===== src/hdl/clk_cfg.svh =====
`ifndef CLK_CFG_SVH
`define CLK_CFG_SVH

// Register byte addresses
`define CLK_DIVISOR_ADDR    4'h0
`define FB_DIVISOR_ADDR     4'h4
`define TUNING_ADDR         4'h8
`define STATUS_ADDR         4'hC

// Clock divisor register fields
`define CLK_DIV_RECOVER_BIT 15
`define CLK_DIV_RATIO_HI    14
`define CLK_DIV_RATIO_LO    12
`define CLK_DIV_EN_BIT      11
`define CLK_DIV_RATIO_RST   3'h3

// Feedback divisor fields
`define FB_DIV_MULT_W       9
`define FB_DIV_MULT_RST     9'h030

// Tuning fields
`define TUNING_W           6
`define TUNING_RST         6'h00

`endif


===== src/hdl/clk_pkg.sv =====
package clk_pkg;
    typedef logic [2:0] ratio_sel_t;
    typedef enum logic [1:0] {
        BUS_IDLE,
        BUS_ACK
    } bus_state_t;
endpackage : clk_pkg


===== src/hdl/cpu_clk_div.sv =====
`timescale 1ns/100ps
// Divides the processor clock enable by 2^sel while enabled
module cpu_clk_div
    import clk_pkg::*;
(
    // Clock and reset
    input  wire logic       sys_clk_i,
    input  wire logic       rst_n_i,
    // Control
    input  wire logic       enable_i,
    input  wire ratio_sel_t sel_i,
    // Output
    output logic            cpu_tick_o
);
    logic [6:0] cnt_q;
    logic [6:0] cnt_d;
    logic       tick_q;
    logic       tick_d;

    function automatic logic [6:0] limit(input ratio_sel_t s);
        limit = 7'((8'h01 << s) - 8'h01);
    endfunction : limit

    always_comb begin
        cnt_d  = cnt_q + 7'h01;
        tick_d = 1'b0;
        if (!enable_i || cnt_q >= limit(sel_i)) begin
            cnt_d  = 7'h00;
            tick_d = 1'b1;
        end
    end

    always_ff @(posedge sys_clk_i) begin
        if (!rst_n_i) begin
            cnt_q  <= 7'h00;
            tick_q <= 1'b0;
        end else begin
            cnt_q  <= cnt_d;
            tick_q <= tick_d;
        end
    end

    assign cpu_tick_o = tick_q;

    AST_FULL_SPEED: assert property (@(posedge sys_clk_i) disable iff (!rst_n_i)
        !enable_i |=> cpu_tick_o)
        else $error("tick missing while ratio disabled");
endmodule : cpu_clk_div


===== src/hdl/clk_ctrl.sv =====
// The Avalon-MM register port and the address map were decided locally.
`timescale 1ns/100ps
`include "clk_cfg.svh"
// Overview of operation
// - Interrupt with recover set clears ratio enable
// - Divisor register resets only on power-on
// - Ratio select writes ignored while enabled
// - Enable cannot set while select is 000
// - Feedback register resets only on power-on
// - Nine-bit multiplier, default 48, upper zero
module clk_ctrl
    import clk_pkg::*;
(
    // Clock and resets
    input  wire logic        sys_clk_i,
    input  wire logic        rst_n_i,
    input  wire logic        other_rst_n_i,
    // Avalon-MM slave
    input  wire logic [3:0]  address_i,
    input  wire logic        read_i,
    input  wire logic        write_i,
    input  wire logic [31:0] writedata_i,
    input  wire logic [3:0]  byteenable_i,
    output logic [31:0]      readdata_o,
    output logic             waitrequest_o,
    // Events and clock outputs
    input  wire logic        irq_event_i,
    output logic             cpu_tick_o,
    output logic             periph_tick_o,
    output logic [8:0]       pll_mult_o,
    output logic [5:0]       rc_osc_trim_o
);
    // rst_n_i is power-on reset; other_rst_n_i is any other reset source
    bus_state_t  st_q;
    bus_state_t  st_d;
    logic [31:0] rdata_q;
    logic [31:0] rdata_d;
    logic        recover_q;
    logic        recover_d;
    ratio_sel_t  ratio_q;
    ratio_sel_t  ratio_d;
    logic        ratio_en_q;
    logic        ratio_en_d;
    logic [`FB_DIV_MULT_W-1:0] mult_q;
    logic [`FB_DIV_MULT_W-1:0] mult_d;
    logic [`TUNING_W-1:0]      trim_q;
    logic [`TUNING_W-1:0]      trim_d;
    logic        wr_hit;
    logic [15:0] wlo;

    function automatic logic hit(input logic [3:0] a, input logic [3:0] off);
        hit = (a == off);
    endfunction : hit

    // Writes commit at the edge where the master sees waitrequest low
    assign wr_hit = write_i && (st_q == BUS_ACK);
    assign wlo    = writedata_i[15:0];

    always_comb begin
        recover_d  = recover_q;
        ratio_d    = ratio_q;
        ratio_en_d = ratio_en_q;
        mult_d     = mult_q;
        trim_d     = trim_q;
        if (wr_hit && hit(address_i, `CLK_DIVISOR_ADDR) && byteenable_i[1]) begin
            recover_d = wlo[`CLK_DIV_RECOVER_BIT];
            if (!ratio_en_q) begin
                ratio_d = wlo[`CLK_DIV_RATIO_HI:`CLK_DIV_RATIO_LO];
            end
            if (ratio_q != 3'h0) begin
                ratio_en_d = wlo[`CLK_DIV_EN_BIT];
            end else begin
                ratio_en_d = 1'b0;
            end
        end
        if (recover_q && irq_event_i) begin
            ratio_en_d = 1'b0;
        end
        if (wr_hit && hit(address_i, `FB_DIVISOR_ADDR)) begin
            if (byteenable_i[0]) begin
                mult_d[7:0] = wlo[7:0];
            end
            if (byteenable_i[1]) begin
                mult_d[8] = wlo[8];
            end
        end
        if (wr_hit && hit(address_i, `TUNING_ADDR) && byteenable_i[0]) begin
            trim_d = wlo[`TUNING_W-1:0];
        end
    end

    // Only power-on reset clears configuration; other_rst_n_i is not used here
    always_ff @(posedge sys_clk_i) begin
        if (!rst_n_i) begin
            recover_q  <= 1'b0;
            ratio_q    <= `CLK_DIV_RATIO_RST;
            ratio_en_q <= 1'b0;
            mult_q     <= `FB_DIV_MULT_RST;
            trim_q     <= `TUNING_RST;
        end else begin
            recover_q  <= recover_d;
            ratio_q    <= ratio_d;
            ratio_en_q <= ratio_en_d;
            mult_q     <= mult_d;
            trim_q     <= trim_d;
        end
    end

    // Bus: one wait cycle, answer at the second edge
    always_comb begin
        st_d    = st_q;
        rdata_d = rdata_q;
        case (st_q)
            BUS_IDLE: begin
                if (read_i || write_i) begin
                    st_d    = BUS_ACK;
                    rdata_d = 32'h0000_0000;
                    case (address_i)
                        `CLK_DIVISOR_ADDR: rdata_d[15:11] = {recover_q, ratio_q, ratio_en_q};
                        `FB_DIVISOR_ADDR:  rdata_d[8:0]   = mult_q;
                        `TUNING_ADDR:      rdata_d[5:0]   = trim_q;
                        `STATUS_ADDR:      rdata_d[1:0]   = {other_rst_n_i, ratio_en_q};
                        default:           rdata_d        = 32'h0000_0000;
                    endcase
                end
            end
            BUS_ACK: st_d = BUS_IDLE;
            default: st_d = BUS_IDLE;
        endcase
    end

    always_ff @(posedge sys_clk_i) begin
        if (!rst_n_i) begin
            st_q    <= BUS_IDLE;
            rdata_q <= 32'h0000_0000;
        end else begin
            st_q    <= st_d;
            rdata_q <= rdata_d;
        end
    end

    assign waitrequest_o = !(st_q == BUS_ACK);
    assign readdata_o    = rdata_q;
    assign pll_mult_o    = mult_q;
    assign rc_osc_trim_o = trim_q;
    assign periph_tick_o = 1'b1;

    cpu_clk_div u_div (
        .sys_clk_i  (sys_clk_i),
        .rst_n_i    (rst_n_i),
        .enable_i   (ratio_en_q),
        .sel_i      (ratio_q),
        .cpu_tick_o (cpu_tick_o)
    );

    // Clock divisor register rules
    AST_RECOVER_CLEARS: assert property (@(posedge sys_clk_i) disable iff (!rst_n_i)
        recover_q && irq_event_i |=> !ratio_en_q)
        else $error("ratio enable not cleared by interrupt");
    AST_SEL_LOCKED: assert property (@(posedge sys_clk_i) disable iff (!rst_n_i)
        ratio_en_q |=> ratio_q == $past(ratio_q))
        else $error("ratio select changed while enabled");
    AST_SEL_WRITE: assert property (@(posedge sys_clk_i) disable iff (!rst_n_i)
        wr_hit && address_i == `CLK_DIVISOR_ADDR && byteenable_i[1] && !ratio_en_q
        |=> ratio_q == $past(writedata_i[`CLK_DIV_RATIO_HI:`CLK_DIV_RATIO_LO]))
        else $error("ratio select write lost while disabled");
    AST_NO_EN_AT_ZERO: assert property (@(posedge sys_clk_i) disable iff (!rst_n_i)
        ratio_q == 3'h0 && !ratio_en_q |=> !ratio_en_q)
        else $error("enable set while select is zero");
    AST_EN_WRITE: assert property (@(posedge sys_clk_i) disable iff (!rst_n_i)
        wr_hit && address_i == `CLK_DIVISOR_ADDR && byteenable_i[1] && ratio_q != 3'h0
        && !(recover_q && irq_event_i) |=> ratio_en_q == $past(writedata_i[`CLK_DIV_EN_BIT]))
        else $error("ratio enable write lost");
    AST_DIVISOR_READ: assert property (@(posedge sys_clk_i) disable iff (!rst_n_i)
        st_q == BUS_IDLE && read_i && address_i == `CLK_DIVISOR_ADDR
        |=> readdata_o[31:16] == 16'h0000 && readdata_o[10:0] == 11'h000)
        else $error("divisor readback has stray bits");
    AST_POR_DIVISOR: assert property (@(posedge sys_clk_i)
        !rst_n_i |=> ratio_q == `CLK_DIV_RATIO_RST && !recover_q && trim_q == `TUNING_RST)
        else $error("power-on divisor defaults wrong");

    // Feedback and tuning register rules
    AST_MULT_UPPER_ZERO: assert property (@(posedge sys_clk_i) disable iff (!rst_n_i)
        st_q == BUS_IDLE && read_i && address_i == `FB_DIVISOR_ADDR
        |=> readdata_o[31:9] == 23'h0 && readdata_o[8:0] == $past(mult_q))
        else $error("feedback readback wrong");
    AST_MULT_WRITE: assert property (@(posedge sys_clk_i) disable iff (!rst_n_i)
        wr_hit && address_i == `FB_DIVISOR_ADDR && byteenable_i[1:0] == 2'h3
        |=> mult_q == $past(writedata_i[8:0]))
        else $error("feedback write lost");
    AST_TRIM_WRITE: assert property (@(posedge sys_clk_i) disable iff (!rst_n_i)
        wr_hit && address_i == `TUNING_ADDR && byteenable_i[0]
        |=> rc_osc_trim_o == $past(writedata_i[`TUNING_W-1:0]))
        else $error("trim write lost");
    AST_POR_DEFAULT: assert property (@(posedge sys_clk_i)
        !rst_n_i |=> pll_mult_o == `FB_DIV_MULT_RST && !ratio_en_q)
        else $error("power-on defaults wrong");
    AST_OTHER_RST_KEEPS: assert property (@(posedge sys_clk_i) disable iff (!rst_n_i)
        !other_rst_n_i && !irq_event_i && !write_i |=> $stable(ratio_en_q) && $stable(mult_q))
        else $error("other reset changed config");

    // Bus protocol
    AST_BUS_ANSWER: assert property (@(posedge sys_clk_i) disable iff (!rst_n_i)
        st_q == BUS_IDLE && (read_i || write_i) |=> !waitrequest_o ##1 waitrequest_o)
        else $error("bus answer timing wrong");
    AST_STATUS_READ: assert property (@(posedge sys_clk_i) disable iff (!rst_n_i)
        st_q == BUS_IDLE && read_i && address_i == `STATUS_ADDR
        |=> readdata_o == {30'h0, $past(other_rst_n_i), $past(ratio_en_q)})
        else $error("status readback wrong");
    AST_UNMAPPED_READ: assert property (@(posedge sys_clk_i) disable iff (!rst_n_i)
        st_q == BUS_IDLE && read_i && address_i[1:0] != 2'h0
        |=> readdata_o == 32'h0000_0000)
        else $error("unmapped read not zero");

    COV_DOZE_ON: cover property (@(posedge sys_clk_i) disable iff (!rst_n_i)
        !ratio_en_q ##1 ratio_en_q);
    COV_RECOVER_EXIT: cover property (@(posedge sys_clk_i) disable iff (!rst_n_i)
        ratio_en_q && recover_q && irq_event_i ##1 !ratio_en_q);
    COV_MULT_WRITE: cover property (@(posedge sys_clk_i) disable iff (!rst_n_i)
        $changed(mult_q));
    COV_SEL_LOCKED_WRITE: cover property (@(posedge sys_clk_i) disable iff (!rst_n_i)
        wr_hit && address_i == `CLK_DIVISOR_ADDR && ratio_en_q);
    COV_OTHER_RESET: cover property (@(posedge sys_clk_i) disable iff (!rst_n_i)
        !other_rst_n_i ##1 other_rst_n_i);
endmodule : clk_ctrl


===== config.mk =====
export PLATFORM = sky130hd
export DESIGN_NAME = clk_ctrl
export DESIGN_NICKNAME = d
export VERILOG_FILES = /design/src/hdl/clk_pkg.sv /design/src/hdl/cpu_clk_div.sv /design/src/hdl/clk_ctrl.sv
export VERILOG_INCLUDE_DIRS = /design/src /design/src/hdl
export SDC_FILE = /design/constraint.sdc
export NUM_CORES = 1
export LEC_CHECK = 0
export ABC_AREA = 1
export BUFFER_PORTS_ARGS = -buffer_cell sky130_fd_sc_hd__buf_2
export CAP_MARGIN = 25
export CORE_MARGIN = 2
export CORE_UTILIZATION = 42
export DETAILED_ROUTE_END_ITERATION = 12
export PLACE_DENSITY = 0.76
export SLEW_MARGIN = 0
export SYNTH_ARGS = -nofsm -noshare
export SYNTH_HDL_FRONTEND = slang
export SYNTH_SLANG_ARGS = --single-unit

===== constraint.sdc =====
create_clock -name sys_clk_i -period 1.7 [get_ports sys_clk_i]
set_input_delay 0.085 -clock sys_clk_i [delete_from_list [all_inputs] [get_ports sys_clk_i]]
set_output_delay 0.085 -clock sys_clk_i [all_outputs]
set_load 0.1 [all_outputs]

# --- Yosys cells after proc, flatten, opt, wreduce, memory -nomap -nowiden ---
# Cells that the tools add are included.
totals:
  ff_bits: 43
  in_bits: 46
  out_inout_bits: 50
  elab_cells: 46
op_classes:
  addsub: 2
  n_lt_le_gt_ge: 1
  n_eq_ne: 3
  shifts: 1
  mux: 6
  n_bitwise: 2
  reduce_logical: 21
ops:
  columns: ["operator", "n"]
  rows:
  - ["$reduce_and 2->1", 5]
  - ["$eq 4x4->1 const B", 2]
  - ["$pmux 4 s2", 1]
  - ["$add 7x1->7 const B", 1]
  - ["$ge 7x7->1", 1]
  - ["$logic_and 1x1->1", 7]
  - ["$shl 1x3->7 const A", 1]
  - ["$sub 7x1->7 const B", 1]
  - ["$pmux 2 s3", 1]
  - ["$mux 5", 1]
  - ["$eq 4x3->1 const B", 1]
  - ["$logic_not 4->1", 1]
  - ["$reduce_or 2->1", 2]
  - ["$mux 3", 1]
  - ["$reduce_bool 3->1", 1]
  - ["$logic_not 1->1", 2]
  - ["$logic_not 2->1", 1]
  - ["$logic_or 1x1->1", 2]
  - ["$mux 1", 2]
  - ["$not 1->1", 2]

# --- Depth between registers and ports, before layout ---
depth:
  word_depth: 5
  ltp_mapped: 10
  mapped_depth_nobuf: 9

# --- Hierarchy ---
# Synthesis repeated with hierarchy kept, for this count alone.
unflattened:
  hier_cells: 280
  hier_area_um2: 2235.9
modules_own_cells:
  columns: ["module", "n_inst", "cells_per_inst", "area_each_um2", "seq_area_each_um2"]
  rows:
  - ["clk_ctrl", 1, 213, 1696.6, 700.7]
  - ["cpu_clk_div", 1, 67, 539.3, 160.2]

# --- Worst setup path before layout ---
# OpenSTA, ideal clock, no wires.
synth_path:
  path_kind: "register to register"
  start: "register st_q[0]"
  end: "register rdata_q[12], in the netlist readdata_o[12]"
  setup_ps: 128
  arrival_time_ps: 1610
  required_time_ps: 1572
  slack_ps: -38
  path_stages_with_launch: 6
  n_path_buf: 1
  synth_period_minus_slack_ps: 1738
  cell_sequence: "dfxtp_1 -> inv_1 -> o21ai_4 -> buf_4 -> a22oi_1 -> nor2_1"
synth_between:
  elab_chain_cells: 2
synth_lines:
  columns: ["item", "line_no", "source"]
  rows:
  - ["from (decl)", "clk_ctrl.sv:34", "bus_state_t st_q;"]
  - ["from (signal assigned)", "clk_ctrl.sv:137", "st_q <= st_d;"]
  - ["$logic_not 2->1", "clk_ctrl.sv:113", "case (st_q)"]
  - ["$reduce_and 2->1 (no line)", null, null]
  - ["to (signal assigned)", "clk_ctrl.sv:138", "rdata_q <= rdata_d;"]
  - ["to (decl)", "clk_ctrl.sv:36", "logic [31:0] rdata_q;"]
# No other way between the ends.
# A chain may end at the register's enable or synchronous reset.

# --- Worst setup path after layout ---
layout_path:
  start: "register ratio_q[2]"
  end: "register u_div.cnt_q[2]"
layout_between:
  elab_chain_cells: 5
layout_lines:
  columns: ["item", "line_no", "source"]
  rows:
  - ["from (decl)", "clk_ctrl.sv:40", "ratio_sel_t ratio_q;"]
  - ["from (signal assigned)", "clk_ctrl.sv:96", "ratio_q <= `CLK_DIV_RATIO_RST;"]
  - ["from (signal assigned)", "clk_ctrl.sv:102", "ratio_q <= ratio_d;"]
  - ["$shl 1x3->7", "cpu_clk_div.sv:21", "limit = 7'((8'h01 << s) - 8'h01);"]
  - ["$sub 7x1->7", "cpu_clk_div.sv:21", null]
  - ["$ge 7x7->1", "cpu_clk_div.sv:27", "if (!enable_i || cnt_q >= limit(sel_i)) begin"]
  - ["$logic_or 1x1->1", "cpu_clk_div.sv:27", null]
  - ["$reduce_or 2->1 (no line)", null, null]
  - ["to (signal assigned)", "cpu_clk_div.sv:38", "cnt_q <= cnt_d;"]
  - ["to (decl)", "cpu_clk_div.sv:15", "logic [6:0] cnt_q;"]
# No other way between the ends.

==> results.py <==
metrics = {
    "critical_path": {
        "critical_path.startpoint_type": "register",
        "critPathMaxFanout": 8,
        "crit_end": "u_div.cnt_q[2]$_SDFF_PP0_",
        "r2r_setup_slack_ps": 160,
        "slowest_stage": "dfxtp_2",
        "startpoint": "ratio_q[2]$_SDFFE_PN0P_",
        "cp.depth": 9,
        "cp.arrival_ps": 1770,
        "slowest_delay_ps": 410,
        "cp.buffers_inverters": 1,
        "reg2reg_depth": 9,
        "cp_top_family": "simple AND/OR/NAND/NOR gates",
        "crit_type": "register to register",
        "path_cells": "nand3_1 > ha_1 > nand2_1 > inv_1 > nand2_1 > nand3_1 > nor2_1 > nand3_2 > nor2_1",
        "rr_endpoint": "u_div.cnt_q[2]$_SDFF_PP0_",
        "critical_path.endpoint_type": "register",
        "r2r_start": "ratio_q[2]$_SDFFE_PN0P_",
        "required_ps": 1930,
    },
    "route": {
        "antenna_left": 0,
        "firstDrtPassIters": 4,
        "drt-total-wl_um": 4314,
        "drc_errors": 0,
        "via_per_inst": 4.576,
        "vias": 1858,
        "post_drt_wl_per_cell_um": 10.63,
        "drtIter0Drc": 77,
    },
    "final_layout": {
        "final_cell_area_sq_um": 2480,
        "antenna_cells": 0,
        "nNetsFinal": 392,
        "syn_to_final_growth_pct": 20.85,
        "stdcell_count": 406,
        "final_core_util": 0.5250,
        "drive_gt1_frac": 0.2566,
    },
    "timing": {
        "post-route-min-period_ps": 1544,
        "min_period_over_period": 0.9083,
        "hold_ws_ps": 6.524,
        "maxSlewViolCount": 0,
        "fin_skew_ps": 9.794,
        "slew_headroom": 0.6298,
        "setup_viol": 0,
        "setup_tns_ps": 0,
        "worst_slew_pin_slew_ps": 553.3,
        "setup_ws_ps": 155.9,
        "fmax_ghz": 0.6476,
        "hold_viol_final": 0,
    },
    "clock_network": {
        "clock_latency_ps": 300,
        "cts_buffers": 5,
        "clockBufferDepth": 2,
        "cts_tree": "done",
        "clock-sinks": 43,
        "clockRootBuffer": "clkbuf_8",
        "clkTransAtPathRegs_ps": 80,
        "htreeDepth": 2,
    },
    "global_route": {
        "gr-usage-all-layers": 0.1634,
        "antenna_found_initial": 0,
        "grt_overflow": 0,
        "grt_pass1_vias": 1579,
        "grt_start_max_net_pins": 25,
        "grt_pass1_wl_um": 6810,
    },
    "yosys": {
        "ys_types": 22,
        "ys_seq_area_frac": 0.4195,
        "yosys.area.top_type": "dfxtp_1",
        "synthFlopType": "dfxtp_1",
        "syn_avg_cell_area_sq_um": 7.381,
        "yosys-top-cells-area": "dfxtp_1, nand2_1, nor2_1",
        "async_reset_ff_frac": 0,
        "synth_edf_count": 0,
        "synth_top_area_frac": 0.4195,
        "ys_top_cells_by_count": "nand2_1, nor2_1, dfxtp_1, buf_4",
        "ys_warn_count": 0,
        "ys_ff_latch": 43,
        "synthesis.area_sq_um": 2052,
        "yosysMostFrequentCell": "nand2_1",
        "syn_inst": 278,
    },
    "power_and_ir_drop": {
        "clockPowerShare": 0.364,
        "swShare": 0.3054,
        "p_leak_nw": 1.186,
        "internal_power_mw": 1.501,
        "p_switching_mw": 0.6601,
        "power.density_nw_per_um2": 871.6,
        "pwr-share-seq": 0.471,
        "p_total_mw": 2.161,
        "comb_power_share": 0.165,
        "vdd_drop_max_mv": 0.4517,
    },
    "place": {
        "gp_congestion": 0.8400,
        "port_buffers": 56,
        "dp.cells": 395,
        "placed_area_sq_um": 2326,
        "place_ws_ps": 17.50,
        "dp_hpwl_um": 3296,
    },
    "hold_path": {
        "hp-class": "primary input to register",
    },
    "die": {
        "start_util": 0.4344,
        "core-area_sq_um": 4723,
        "die-area_sq_um": 5460,
        "dieWidth_um": 73.90,
        "fp-row-count": 25,
        "ios": 96,
        "die_y_um": 73.90,
    },
    "flow_run": {
        "drv_cap": 0,
    },
    "run_status": {
        "outcome": "complete, no violations",
    },
}
## how the worst min path moves through the flow
stage	startpoint	endpoint	slack (ps)	cells past startpoint
finish	writedata_i[12]	ratio_q[0]$_SDFFE_PN1P_	7	3
global route	writedata_i[12]	ratio_q[0]$_SDFFE_PN1P_	8	3
CTS	writedata_i[12]	ratio_q[0]$_SDFFE_PN1P_	2	3
detailed placement	writedata_i[13]	ratio_q[1]$_SDFFE_PN1P_	290	3
global placement	writedata_i[13]	ratio_q[1]$_SDFFE_PN1P_	290	3
floorplan	writedata_i[4]	pll_mult_o[4]$_SDFFE_PN1P_	200	2
## area by class of cell
class                           count  area, sq um
Fill cell                         458         2243
Inverter                           21        82.58
Sequential cell                    43        864.6
Multi-Input combinational cell    206         1011
Clock inverter                      3        43.79
Clock buffer                        5        68.82
Timing Repair Buffer               61        325.3
Tap cell                           67        83.83
## power groups by stage
| stage | combinational [mW] | clock (mW) | sequential (mW) |
|---|---|---|---|
| floorplan | 0.294 | 0 | 1.08 |
| global placement | 0.349 | 0 | 1.04 |
| detailed placement | 0.351 | 0 | 1.04 |
| CTS | 0.356 | 0.801 | 1.02 |
| global route | 0.375 | 0.855 | 1.02 |
| finish | 0.357 | 0.786 | 1.02 |
## placed cells by master, fill, tap and decap left out
master         Yosys  final
inv_1             16     15
clkbuf_8           0      5
nor2_2             3      4
o21ai_4            1      1
nand2_1           57     57
dfxtp_2            0      3
clkinv_4           0      1
buf_4             21      2
xnor2_1            2      2
nor2_4             2      2
nor3_2             1      1
clkinv_2           0      1
conb_1             2     19
o21ai_0           18     18
ha_1               8      8
dfxtp_1           43     40
nor3_1             2      2
buf_2              0     56
a22oi_1            5      5
bufinv_16          0      1
a21oi_1           10     10
dlygate4sd3_1      0      3
clkinvlp_4         0      1
nor2_1            54     53
xor2_1             3      3
nand3_1           18     17
inv_2              5      5
nand3_2            2      3
nand2_2            1      1
## worst min-delay path, stage by stage
cell,delay [ps]
buf_2,80
nand2_1,50
nand3_1,50
## flip-flops by register name, indices dropped and copies added, names as in the netlist
register,cells
readdata_o,14
pll_mult_o,9
u_div.cnt_q,7
rc_osc_trim_o,6
ratio_q,3
ratio_en_q,1
recover_q,1
st_q,1
u_div.cpu_tick_o,1
## cells by family (layout without fill, tap and decap cells)
kind of cell | Yosys count | count (layout) | share of synthesized area
AOI/OAI and AO/OA | 34 | 34 | 0.09452
and+or+nand+nor | 140 | 140 | 0.2896
adders and majority gates | 8 | 8 | 0.04878
other | 2 | 19 | 0.003660
DFF | 43 | 43 | 0.4195
buffers and inverters | 46 | 90 | 0.1226
xor gates and xnor gates | 5 | 5 | 0.02135
## repair_timing
action                                  4_1_cts  5_1_grt
hold buffers                                  3        0
buffers inserted                              0        0
gates resized for setup                       0        5
endpoints found under the setup margin        0        7
hold endpoints to repair                      3        0
## metal layers
layer  GRT usage  wire length [um]  up-vias
li1            -                 -      960
met1      0.1976              2030      834
met2      0.2659              1967       58
met3     0.04938               241        6
met4     0.07273                75        0
met5           0                 0        -
Power figures use the tool's default switching activity.
